### src/inc/rcc_pkg.sv
package rcc_pkg;
    // =====================================================
    // register map
    localparam logic [3:0] ADDR_SECONDS = 4'h0;
    localparam logic [3:0] ADDR_CTRL = 4'h7;
    localparam logic [3:0] ADDR_CHG = 4'h8;
    localparam logic [3:0] ADDR_FLAG = 4'h9;
    localparam int CTRL_OUT_BIT = 7;
    localparam int CTRL_FT_BIT = 6;
    localparam int CTRL_SIGN_BIT = 5;
    localparam int CTRL_CAL_LSB = 0;
    localparam int SEC_OSC_DIS_BIT = 7;
    localparam int FLAG_OSF_BIT = 7;
    localparam int CHG_TCS_LSB = 4;
    localparam int CHG_DS_LSB = 2;
    localparam int CHG_RESISTOR_SELECT_LSB = 0;
    localparam logic [7:0] CTRL_RESET = 8'h80;
    localparam logic [7:0] CHG_RESET = 8'h00;
    localparam logic OSC_DIS_RESET = 1'h0;
    localparam logic OSF_RESET = 1'h1;
    localparam logic [3:0] CHG_UNLOCK = 4'ha;
    localparam logic [1:0] DS_NONE = 2'h1;
    localparam logic [1:0] DS_ONE = 2'h2;
    localparam logic [1:0] RESISTOR_SELECT_OFF = 2'h0;
    // =====================================================
    // divider chain and timing
    localparam logic [7:0] PRE_LAST = 8'hff;
    localparam logic [6:0] SUB_LAST = 7'h7f;
    localparam logic [5:0] SEC_LAST = 6'h3b;
    localparam logic [7:0] BLANK_CYCLES = 8'h80;
    localparam int TEST_TAP_BIT = 5;
    localparam int CLK_NS = 4;
    localparam int OSC_STOP_NS = 100000;
    localparam int OSC_STOP_CYC = (OSC_STOP_NS + CLK_NS - 1) / CLK_NS;
    typedef enum logic [1:0] {
        OSC_RUN = 2'h1,
        OSC_STOP = 2'h2
    } rcc_osc_state_t;
    function automatic logic rcc_charge_on(input logic [7:0] chg);
        logic [1:0] ds;
        ds = chg[CHG_DS_LSB+:2];
        return chg[CHG_TCS_LSB+:4] == CHG_UNLOCK && (ds == DS_NONE || ds == DS_ONE)
            && chg[CHG_RESISTOR_SELECT_LSB+:2] != RESISTOR_SELECT_OFF;
    endfunction
endpackage

### src/design/rcc_cal_divider.sv
module rcc_cal_divider import rcc_pkg::*; (
    input wire logic clk,
    input wire logic reset,
    input wire logic osc_tick,
    input wire logic div_clear,
    input wire logic cal_sign,
    input wire logic [4:0] cal_mag,
    output logic test_wave,
    output logic sec_tick
);
    typedef struct packed {
        logic [5:0] raw;
        logic [7:0] pre;
        logic [6:0] sub;
        logic [5:0] sec;
        logic [5:0] mins;
        logic [7:0] blank;
        logic tick;
    } rcc_div_state_t;
    rcc_div_state_t s, next_s;
    logic adjust;

    // =====================================================
    // chain: raw tap, /256 stage, /128 to seconds, minutes of the 64-minute cycle
    always_comb begin
        next_s = s;
        next_s.tick = 1'h0;
        // minute count wraps at 64 on its own; 2N never exceeds 62
        adjust = s.mins < {cal_mag, 1'h0};
        if (div_clear) begin
            next_s = '0;
        end else if (osc_tick) begin
            next_s.raw = s.raw + 6'h1;
            if (s.blank != 8'h0) begin
                next_s.blank = s.blank - 8'h1;
            end else begin
                next_s.pre = s.pre + 8'h1;
                if (s.pre == PRE_LAST) begin
                    next_s.sub = s.sub + 7'h1;
                    if (s.sub == SUB_LAST) begin
                        next_s.tick = 1'h1;
                        next_s.sec = (s.sec == SEC_LAST) ? 6'h0 : s.sec + 6'h1;
                        if (s.sec == SEC_LAST) begin
                            next_s.mins = s.mins + 6'h1;
                        end
                        // last second of a minute is the adjusted one
                        if (s.sec == SEC_LAST - 6'h1 && adjust) begin
                            if (cal_sign) begin
                                next_s.sub = 7'h1;
                            end else begin
                                next_s.blank = BLANK_CYCLES;
                            end
                        end
                    end
                end
            end
        end
    end

    always_ff @(posedge clk or posedge reset) begin
        if (reset) begin
            s <= '0;
        end else begin
            s <= next_s;
        end
    end

    assign test_wave = s.raw[TEST_TAP_BIT];
    assign sec_tick = s.tick;
endmodule

### src/design/rcc_top.sv
module rcc_top import rcc_pkg::*; #(
    parameter int OSC_STOP_CYCLES = OSC_STOP_CYC
) (
    input wire logic clk,
    input wire logic reset,
    input wire logic osc_clk_pin,
    input wire logic [3:0] reg_addr,
    input wire logic [7:0] reg_wdata,
    input wire logic reg_wr,
    output logic [7:0] reg_rdata,
    output logic test_output_pin,
    output logic osc_enable,
    output logic charger_enable,
    output logic charger_diode,
    output logic [1:0] charger_res_sel,
    output logic sec_tick
);
    typedef struct packed {
        logic sync1;
        logic sync2;
        logic sync3;
        logic [15:0] idle;
        rcc_osc_state_t osc;
        logic [7:0] ctrl;
        logic [7:0] chg;
        logic osc_dis;
        logic osc_stop_flag;
        logic [7:0] rdata;
        logic pin;
        logic oen;
        logic chg_en;
        logic diode;
        logic [1:0] res;
        logic sec;
        logic ctrl_written;
        logic chg_written;
    } rcc_top_state_t;
    rcc_top_state_t s, next_s;

    logic osc_edge;
    logic idle_out;
    logic wr_ctrl;
    logic wr_chg;
    logic wr_sec;
    logic wr_flag;
    logic stop_event;
    logic osc_tick;
    logic test_wave;
    logic div_sec;

    // =====================================================
    // divider chain with calibration
    rcc_cal_divider u_div (
        .clk(clk),
        .reset(reset),
        .osc_tick(osc_tick),
        .div_clear(wr_ctrl),
        .cal_sign(s.ctrl[CTRL_SIGN_BIT]),
        .cal_mag(s.ctrl[CTRL_CAL_LSB+:5]),
        .test_wave(test_wave),
        .sec_tick(div_sec)
    );

    // =====================================================
    // next state
    always_comb begin
        next_s = s;
        // two flops before anything looks at the oscillator pin
        next_s.sync1 = osc_clk_pin;
        next_s.sync2 = s.sync1;
        next_s.sync3 = s.sync2;
        osc_edge = s.sync2 && !s.sync3;
        idle_out = s.idle >= 16'(OSC_STOP_CYCLES);
        wr_ctrl = reg_wr && reg_addr == ADDR_CTRL;
        wr_chg = reg_wr && reg_addr == ADDR_CHG;
        wr_sec = reg_wr && reg_addr == ADDR_SECONDS;
        wr_flag = reg_wr && reg_addr == ADDR_FLAG;
        stop_event = 1'h0;
        osc_tick = 1'h0;

        // idle counter saturates so a long stall cannot wrap into a false run
        if (osc_edge) begin
            next_s.idle = 16'h0;
        end else if (!idle_out) begin
            next_s.idle = s.idle + 16'h1;
        end

        case (s.osc)
            OSC_RUN: begin
                osc_tick = osc_edge && !s.osc_dis;
                if (s.osc_dis || idle_out) begin
                    next_s.osc = OSC_STOP;
                    stop_event = 1'h1;
                end
            end
            OSC_STOP: begin
                if (!s.osc_dis && osc_edge) begin
                    next_s.osc = OSC_RUN;
                end
            end
            default: begin
                next_s.osc = OSC_STOP;
            end
        endcase

        if (wr_ctrl) begin
            next_s.ctrl = reg_wdata;
            next_s.ctrl_written = 1'h1;
        end
        if (wr_chg) begin
            next_s.chg = reg_wdata;
            next_s.chg_written = 1'h1;
        end
        if (wr_sec) begin
            next_s.osc_dis = reg_wdata[SEC_OSC_DIS_BIT];
        end
        // only a zero clears; the hardware set comes last and wins
        if (wr_flag && !reg_wdata[FLAG_OSF_BIT]) begin
            next_s.osc_stop_flag = 1'h0;
        end
        if (stop_event) begin
            next_s.osc_stop_flag = 1'h1;
        end

        case (reg_addr)
            ADDR_SECONDS: next_s.rdata = 8'(s.osc_dis) << SEC_OSC_DIS_BIT;
            ADDR_CTRL: next_s.rdata = s.ctrl;
            ADDR_CHG: next_s.rdata = s.chg;
            ADDR_FLAG: next_s.rdata = 8'(s.osc_stop_flag) << FLAG_OSF_BIT;
            default: next_s.rdata = 8'h0;
        endcase

        if (s.ctrl[CTRL_FT_BIT]) begin
            next_s.pin = test_wave;
        end else begin
            next_s.pin = s.ctrl[CTRL_OUT_BIT];
        end

        next_s.oen = !s.osc_dis;
        next_s.chg_en = rcc_charge_on(s.chg);
        next_s.diode = rcc_charge_on(s.chg) && s.chg[CHG_DS_LSB+:2] == DS_ONE;
        next_s.res = rcc_charge_on(s.chg) ? s.chg[CHG_RESISTOR_SELECT_LSB+:2] : RESISTOR_SELECT_OFF;
        next_s.sec = div_sec;
    end

    // =====================================================
    // state register; power-up values of the special registers
    always_ff @(posedge clk or posedge reset) begin
        if (reset) begin
            s <= '0;
            s.osc <= OSC_STOP;
            s.ctrl <= CTRL_RESET;
            s.chg <= CHG_RESET;
            s.osc_dis <= OSC_DIS_RESET;
            s.osc_stop_flag <= OSF_RESET;
            s.pin <= CTRL_RESET[CTRL_OUT_BIT];
            s.oen <= !OSC_DIS_RESET;
        end else begin
            s <= next_s;
        end
    end

    assign reg_rdata = s.rdata;
    assign test_output_pin = s.pin;
    assign osc_enable = s.oen;
    assign charger_enable = s.chg_en;
    assign charger_diode = s.diode;
    assign charger_res_sel = s.res;
    assign sec_tick = s.sec;
endmodule

### config.mk
export PLATFORM = sky130hd
export DESIGN_NAME = rcc_top
export DESIGN_NICKNAME = d
export VERILOG_FILES = /design/src/inc/rcc_pkg.sv /design/src/design/rcc_cal_divider.sv /design/src/design/rcc_top.sv
export SDC_FILE = /design/constraint.sdc
export NUM_CORES = 1
export LEC_CHECK = 0
export ABC_AREA = 0
export BUFFER_PORTS_ARGS = -buffer_cell sky130_fd_sc_hd__buf_2
export CELL_PAD_IN_SITES_DETAIL_PLACEMENT = 1
export CELL_PAD_IN_SITES_GLOBAL_PLACEMENT = 1
export CORE_MARGIN = 2
export CORE_UTILIZATION = 45
export DETAILED_ROUTE_END_ITERATION = 10
export PLACE_DENSITY_LB_ADDON = 0.15
export SLEW_MARGIN = 0
export SYNTH_ARGS = -nofsm -noshare
export SYNTH_HDL_FRONTEND = slang
export SYNTH_SLANG_ARGS = --single-unit
### constraint.sdc
create_clock -name clk -period 5.7 [get_ports clk]
set_clock_uncertainty 0.15 [all_clocks]
set_input_delay 0.285 -clock clk [delete_from_list [all_inputs] [get_ports clk]]
set_output_delay 0.285 -clock clk [all_outputs]
set_load 0.005 [all_outputs]
# Yosys cells after proc, flatten, opt, wreduce, memory -nomap -nowiden
# Cells that the tools add are included.
word_totals:
  word_cells: 108
  out_inout_bits: 15
  register_bits: 96
classes:
  n_lt_le_gt_ge: 2
  eq_ne: 17
  addsub: 7
  n_reduce_logical: 33
  mux: 26
op_table:
  columns: ["operator", "n"]
  rows:
  - ["$mux 42", 2]
  - ["$mux 28", 2]
  - ["$mux 16", 2]
  - ["$pmux 8 s4", 1]
  - ["$mux 27", 1]
  - ["$mux 8", 3]
  - ["$add 6x1->6 const B", 3]
  - ["$add 16x1->16 const B", 1]
  - ["$ge 16x15->1 const B", 1]
  - ["$mux 7", 2]
  - ["$eq 4x4->1 const B", 3]
  - ["$eq 6x6->1 const B", 2]
  - ["$mux 6", 2]
  - ["$reduce_bool 2->1", 6]
  - ["$logic_and 1x1->1", 11]
  - ["$reduce_and 5->1", 2]
  - ["$reduce_bool 3->1", 3]
  - ["$add 8x1->8 const B", 1]
  - ["$eq 8x8->1 const B", 1]
  - ["$reduce_bool 8->1", 1]
  - ["$sub 8x1->8 const B", 1]
  - ["$add 7x1->7 const B", 1]
  - ["$eq 7x7->1 const B", 1]
  - ["$mux 1", 7]
  - ["other kinds (15)", 25]

# Longest topological paths before layout
# Gate-level depths: netlist of the first run.
logic_depth:
  depth_word: 8
  ltp_mapped: 9
  ltp_nobuf: 8

# By module
# A second synthesis of the first run with hierarchy kept.
hier_totals:
  cells_unflattened: 480
  hier_area_um2: 4941.0
modules_own_cells:
  columns: ["mod", "area_per_inst_um2", "cells_each", "n_inst"]
  rows:
  - ["rcc_cal_divider", 2526.2, 271, 1]
  - ["rcc_top", 2414.8, 209, 1]

# Worst setup path before layout of the first run
# OpenSTA, ideal clock, no wires.
synth_timing:
  path_kind: "reg2reg"
  startpoint: "register u_div.s[12] (netlist bit)"
  endpoint: "register u_div.s[4] (netlist bit)"
  t_arrival_ns: 2.122
  n_path_buf: 0
  t_required_ns: 5.471
  setup_slack_ns: 3.349
  stages_incl_launch_ff: 8
  period_less_slack_ns: 2.351
  cell_sequence: "dfrtp_1 > ha_1 > a21oi_1 > o21ai_0 > a311oi_2 > a21boi_2 > a2111oi_0 > mux2i_1"
synth_between:
  elab_chain_len: 4
synth_lines:
  columns: ["item", "line", "rtl"]
  rows:
  - ["start, declared", "rcc_cal_divider.sv:20", "rcc_div_state_t s, next_s;"]
  - ["start signal, assigned", "rcc_cal_divider.sv:64", "s <= next_s;"]
  - ["$lt 6x6->1", "rcc_cal_divider.sv:29", "adjust = s.mins < {cal_mag, 1'h0};"]
  - ["$logic_and 1x1->1", "rcc_cal_divider.sv:47", "if (s.sec == SEC_LAST - 6'h1 && adjust) begin"]
  - ["$reduce_bool 3->1 (no line)", null, null]
  - ["$reduce_and 5->1 (no line)", null, null]
# No other way between the ends.
# A chain may end at the register's enable or synchronous reset.

# Final worst setup path of the first run
layout_timing:
  startpoint: "register u_div.s[21] (netlist bit)"
  endpoint: "register u_div.s[4] (netlist bit)"
layout_between:
  elab_chain_len: 3
layout_lines:
  columns: ["item", "line", "rtl"]
  rows:
  - ["$eq 7x7->1", "rcc_cal_divider.sv:40", "if (s.sub == SUB_LAST) begin"]
  - ["$reduce_bool 3->1 (no line)", null, null]
  - ["$reduce_and 5->1 (no line)", null, null]
# No other way between the ends.

==> results of run 1 <==
[final cells by class]
cell class              instances  area (um2)  area share (%)
inverters                      14        53.8            1.02
clock buffers                  11         141            2.69
clock inverters                 5        40.0           0.761
repair buffers                 43         275            5.23
multi-input cells             342        2170            41.3
flip-flops and latches         96        2410            45.8
well taps                     136         170            3.24
[critical path: cells and delay by family (launching register included)]
family	cells	cell delay, ns
adder cells (fa/ha/maj)	1	0.18
AND/OR/NAND/NOR	2	0.43
AO/OA/AOI/OAI	3	1.19
flip-flops	1	0.43
multiplexers	1	0.24
[state kept, by name (all words and copies together), names as in the netlist]
name and cells:
u_div.test_wave 1, charger_enable 1, sec_tick 1, osc_enable 1
charger_res_sel 2, test_output_pin 1, reg_rdata 8, charger_diode 1
next_s 2, u_div.sec_tick 1, s 37, u_div.s 40
[cells in the mapped netlist, drive strengths merged, types with 3 or more instances]
master  count
nand3      20
nor3       11
o31ai       3
inv        14
xnor2      14
and3        7
xor2       11
nor4        7
nor4b       3
clkbuf     11
dfstp       5
and2        8
nand2      65
and4        3
buf        14
dfrtp      91
mux2i       8
nor2       51
ha         15
a22o        7
nand4       9
or3         8
mux2        9
a21oi      18
o21ai      24
nand2b      7
a31oi       6
a311oi      3
[final timing paths]
kind	from	endpoint	slack, ns	cells after the start
min in group asynchronous	reset	s[48]	0.28	3
min	reg_wdata[4]	s[31]	0.02	3
min reg2reg	u_div.sec_tick	sec_tick	0.22	0
max	u_div.s[21]	u_div.s[4]	3.00	7
max in group asynchronous	reset	s[19]	3.85	4
max reg2reg	u_div.s[21]	u_div.s[4]	3.00	7
[what timing repair did]
item / CTS / global route
hold buffers: 11 / 0
endpoints found under the setup margin: 0 / 0
buffers inserted: 0 / 0
endpoints found under the hold margin: 28 / 0
[cells in the final DEF, fill, tap and decap left out, types with 13 or more instances in the layout]
cell type,count
nand2_1,65
inv_1,13
buf_2,30
ha_1,15
o21ai_0,24
dfrtp_1,91
nand3_1,20
xnor2_1,14
a21oi_1,18
nor2_1,50
[kinds of logic (layout without fill, tap and decap cells)]
kind of cell,count (synthesis),count (layout)
simple gates,210,210
flops,96,96
compound gates,75,75
buf+inv,39,73
xor+xnor,25,25
mux,17,17
fa+ha+maj,15,15
[stage by stage]
step                      instances  hold WS (ns)
after global routing            647        0.0265
after detailed placement        620         0.132
after CTS                       647       0.00380
final                           647        0.0212
after floorplan                 477         0.166
after global placement          620         0.125
[layer usage]
layer  part of all wire [%]  track usage [%]
met3                    2.2             2.43
met4                    1.6             7.51
met2                     46             32.0
met1                     50             28.0
met5                      0                0
[report_power, final]
part | switching [W] | leakage [nW] | internal (W) | total (W)
clock network | 0.000246 | 0.0826 | 0.000174 | 0.000419
registers | 0.0000987 | 1.25 | 0.000781 | 0.000880
logic | 0.000139 | 1.07 | 0.000124 | 0.000262
total | 0.000483 | 2.40 | 0.00108 | 0.00156
==> flow_summary.ini, run 1 <==
[grt]
grt_pass1_wl_mm = 18.1
grt_pass1_vias = 3620
grt_start_max_net_pins = 77
antenna_found_initial = 0
overflow = 0
grtUsageTotal_pct = 20.0

[worst_setup_path]
arrival_ns = 2.85
crit_type = reg -> reg
path_cells = ha_1 -> and3_1 -> nand4_1 -> a311oi_2 -> a21boi_2 -> a2111oi_0 -> mux2i_1
start_kind = flop
critPathCaptureType = flop
slowest_delay_ns = 0.58
crit_fanout = 9
crit_slowest_cell = a2111oi_0
required_ns = 5.85

[floorplan]
core_um2 = 10300
die-area_um2 = 11400
initial_core_util_pct = 46.2
fp.dieH_um = 107
die_x_um = 107
row_count = 37
boundaryPins = 31

[detailed_routing]
drt_pass1_iterations = 4
drc = 0
antenna_left = 0
vias_per_cell = 5.48
finalWirelength_mm = 10.3
num_vias = 3543
wl_per_cell_um = 16.0
drt_iter0_drc = 141

[synthesis]
synth-edff-count = 0
synthMuxAreaShare_pct = 3.80
syn_nets = 508
ys_seq_elements = 96
synth_area_um2 = 4770
yosys.area.top_type_share_pct = 47.7
synth_fa_ha_area_share_pct = 3.93
synth_warnings = 0
async_flop_share_pct = 100
synth_top_family_by_area = simple AND/OR/NAND/NOR gates
synth_cells = 477
synth_cell_types = 55
ys_seq_area_share_pct = 50.5
synth_xor_area_share_pct = 4.59
synth_flop_cell = dfrtp_1
synth-simple-area-share_pct = 22.4
yosys.area.top_type = dfrtp_1
synth_area_leaders = dfrtp_1 (48%), nand2_1 (5.1%), ha_1 (3.9%)
synth_compound_area_share_pct = 10.7
syn_avg_cell_area_um2 = 10.0

[timing]
fmaxAchievable_ghz = 0.371
slew_headroom_pct = 19.5
drv_slew = 0
tns_ns = 0
setup_viol = 0
fin_crit_sh_pct = 47.3
rsz0062_at_grt = no
tightest_slew_ns = 1.20
finalCriticalPeriod_ns = 2.70
setup_slack_ns = 3.00
finalHoldViolCount = 0

[clock_tree]
clkTransAtPathRegs_ns = 0.10
cts_tree = yes
clk_latency_ns = 0.37
cts_root_buf = clkbuf_8
cts_inserted_buffers = 9
cts_resized = 0
cts_sinks = 96
htree_levels = 3
cts_max_path_buffers = 2

[job]
max-cap-violations = 0

[worst_hold_path]
hold_path.class = in -> reg

[final_layout]
finalCoreUtilization_pct = 50.9
synthToLayoutAreaGrowth_pct = 10.2
nNetsFinal = 537
layout-drive-gt1-share_pct = 14.7
nFillCells = 1179
antennaDiodeCount = 0
finalInstanceArea_um2 = 5260

[placement]
globalplace.congestion = 0.773
dpl-instance-area_um2 = 4970
portBuffers = 30
hpwlAfterDp_mm = 7.18
place_ws_ns = 3.04

[pwr]
irDropWorstVdd_v = 0.000124
p_total_w = 0.00156
power_density_nw_per_um2 = 297
p_leak_nw = 2.40

[status]
status = finished, final reports clean
(Power assumes the default switching activity.)
==> run 2, diff against run 1 <==
--- a/config.mk
+++ b/config.mk
@@ -5,12 +5,12 @@
 export SDC_FILE = /design/constraint.sdc
 export NUM_CORES = 1
 export LEC_CHECK = 0
-export ABC_AREA = 0
+export ABC_AREA = 1
 export BUFFER_PORTS_ARGS = -buffer_cell sky130_fd_sc_hd__buf_2
 export CELL_PAD_IN_SITES_DETAIL_PLACEMENT = 1
 export CELL_PAD_IN_SITES_GLOBAL_PLACEMENT = 1
 export CORE_MARGIN = 2
-export CORE_UTILIZATION = 45
+export CORE_UTILIZATION = 41
 export DETAILED_ROUTE_END_ITERATION = 10
 export PLACE_DENSITY_LB_ADDON = 0.15
 export SLEW_MARGIN = 0
==> constraint.sdc (replaced) <==
create_clock -name clk -period 2.3 [get_ports clk]
set_clock_uncertainty 0.15 [all_clocks]
set_input_delay 0.115 -clock clk [delete_from_list [all_inputs] [get_ports clk]]
set_output_delay 0.115 -clock clk [all_outputs]
set_load 0.005 [all_outputs]
==> run 2 against run 1 <==
Non-clock buffer count up 7. Final cell count is 34% higher. Synthesized cell count increased by 36%. Wire length is 27% higher. Sequential share of layout area decreased by 5.1 points. First-iteration DRC count up 11%.
==> flow_summary.ini, run 2 <==
[status]
status = finished, final reports clean

[clock_tree]
clkTransAtPathRegs_ns = 0.07
clk_latency_ns = 0.35
post_cts_buffers = 0
cts_inserted_buffers = 9
cts_sinks = 96
cts_root_buf = clkbuf_16
cts_tree = yes
cts_max_path_buffers = 2
htree_levels = 3

[placement]
globalplace.congestion = 0.818
place_ws_ns = 0.214
hpwlAfterDp_mm = 9.63
portBuffers = 30

[grt]
overflow = 0
antenna_found_initial = 0
grtUsageTotal_pct = 21.3
grt_start_max_net_pins = 45
grt_pass1_vias = 4616
grt_pass1_wl_mm = 22.5

[pwr]
p_total_w = 0.00452
p_leak_nw = 2.96
irDropWorstVdd_v = 0.000396
power_density_nw_per_um2 = 764

[synthesis]
syn_avg_cell_area_um2 = 7.97
synth.most_common_cell = nand2_1
ys_seq_elements = 96
synth_cells = 648
yosys.area.top_type_share_pct = 44.1
synth_cell_types = 39
ys_seq_area_share_pct = 46.6
synth_flop_cell = dfrtp_1
synth-edff-count = 0
synth_area_leaders = dfrtp_1 (44%), nand2_1 (11%), inv_1 (6.2%)
synth_common_cells = nand2_1 (153), dfrtp_1 (91), inv_1 (86)
async_flop_share_pct = 100
yosys.area.top_type = dfrtp_1
synth_warnings = 0
synth_area_um2 = 5170
syn_nets = 679

[detailed_routing]
vias_per_cell = 5.05
antenna_left = 0
drt_pass1_iterations = 4
finalWirelength_mm = 13.1
drc = 0
wl_per_cell_um = 15.1
drt_iter0_drc = 156
num_vias = 4373

[final_layout]
largest_reg_flops = 40
final_common_cell = nand2_1
nFillCells = 1523
synthToLayoutAreaGrowth_pct = 14.6
nNetsFinal = 720
mostFrequentLayoutCells = nand2_1 (153), dfrtp_1 (91), inv_1 (85)
antennaDiodeCount = 0
layout-drive-gt1-share_pct = 12.8
largest-register = u_div.s

[worst_setup_path]
required_ns = 2.39
crit_slowest_cell = dfrtp_1
crit_type = reg -> reg
crit_fanout = 10
cpLargestDelayFamily = simple AND/OR/NAND/NOR gates
cp_num_buf_inv = 3
critPathCaptureType = flop
arrival_ns = 2.15
path_cells = ha_1 -> nand2_1 -> nor2_2 -> nand2_4 -> clkinv_2 -> nand2_2 -> nand2_1 -> nand2_4 -> inv_2 -> o21ai_0 -> o21ai_0 -> inv_1
slowest_delay_ns = 0.38
start_kind = flop

[worst_hold_path]
hold_path.class = in -> reg

[floorplan]
core_um2 = 12500
initial_core_util_pct = 41.5
boundaryPins = 31
die_x_um = 116
die-area_um2 = 13500
fp.dieH_um = 116
row_count = 41

[timing]
setup_slack_ns = 0.245
slew_headroom_pct = 62.6
fin_crit_sh_pct = 89.3
rsz0062_at_grt = no
tightest_slew_ns = 0.557
drv_slew = 0
setup_viol = 0
finalHoldViolCount = 0
fmaxAchievable_ghz = 0.487
finalCriticalPeriod_ns = 2.05
tns_ns = 0

[job]
max-cap-violations = 0
run 2: cell types whose count changed after synthesis, moves of 9 or more:
cell / change
inv_1: +72
clkbuf_1: -9
nand2_1: +88
nor2_1: +9
xnor2_1: -14
nand4_1: +9
o21ai_0: +31
nand3_1: +35
run 2: power breakdown:
| part | switching, W | internal, W | total (W) |
|---|---|---|---|
| logic | 0.000590 | 0.000334 | 0.000925 |
| registers | 0.000143 | 0.00187 | 0.00202 |
| clock network | 0.000716 | 0.000866 | 0.00158 |
run 2: area by class of cell:
class,count,area (um2),area share (%)
Inverter,91,352,5.94
Sequential cell,96,2410,40.7
Tap cell,172,215,3.64
Timing Repair Buffer,50,353,5.96
Multi-Input combinational cell,441,2280,38.5
Clock buffer,9,225,3.80
Clock inverter,7,86.3,1.46
run 2: what timing repair did:
action                                 4_1_cts  5_1_grt
endpoints found under the hold margin       86        0
setup endpoints to repair                    0        2
resized for setup                            0        1
hold buffers                                11        0
run 2: routing by layer:
layer	up-vias	track usage, %	part of all wire [%]
li1	2163	-	-
met4	0	6.03	1.2
met5	-	0	0
met1	2151	26.9	47
met2	48	36.9	49
met3	11	4.62	3.1
run 2: worst register-to-register path, stage by stage, from the launching register on:
cell      delay (ns)
dfrtp_1         0.38
ha_1            0.18
nand2_1         0.08
nor2_2          0.18
nand2_4         0.14
clkinv_2        0.13
nand2_2         0.10
nand2_1         0.12
nand2_4         0.13
inv_2           0.13
o21ai_0         0.10
o21ai_0         0.08
inv_1           0.05
run 2: path summary, 6_finish.rpt:
path	from	to	slack, ns	depth (start not counted)
max in group asynchronous	reset	s[24]	1.20	4
worst max-delay path	u_div.s[28]	u_div.s[20]	0.25	12
worst min-delay path	reg_addr[0]	reg_rdata[7]	0.03	3
worst min register to register	u_div.sec_tick	sec_tick	0.21	0
min in group asynchronous	reset	s[53]	0.17	3
worst max register to register	u_div.s[28]	u_div.s[20]	0.25	12
run 2: metrics by stage:
stage / util [%] / instance area (um2) / cells / hold WS [ns]
detailed placement: 44.1 / 5490 / 839 / -0.0162
floorplan: - / 5170 / 648 / -0.00357
global route: 47.5 / 5920 / 866 / 0.0371
CTS: 47.4 / 5910 / 866 / 0.00469
global placement: 44.1 / 5490 / 839 / -0.0196
finish: 47.5 / 5920 / 866 / 0.0296
run 2: cell families (layout without fill, tap and decap cells):
kind of cell	count (synthesis)	count (layout)	synth area share, %
and+or+nand+nor	327	327	29.0
buffers and inverters	111	157	9.37
DFF	96	96	46.6
AOI/OAI and AO/OA	83	83	8.62
adders and majority gates	15	15	3.63
xor gates and xnor gates	15	15	2.54
muxes	1	1	0.218
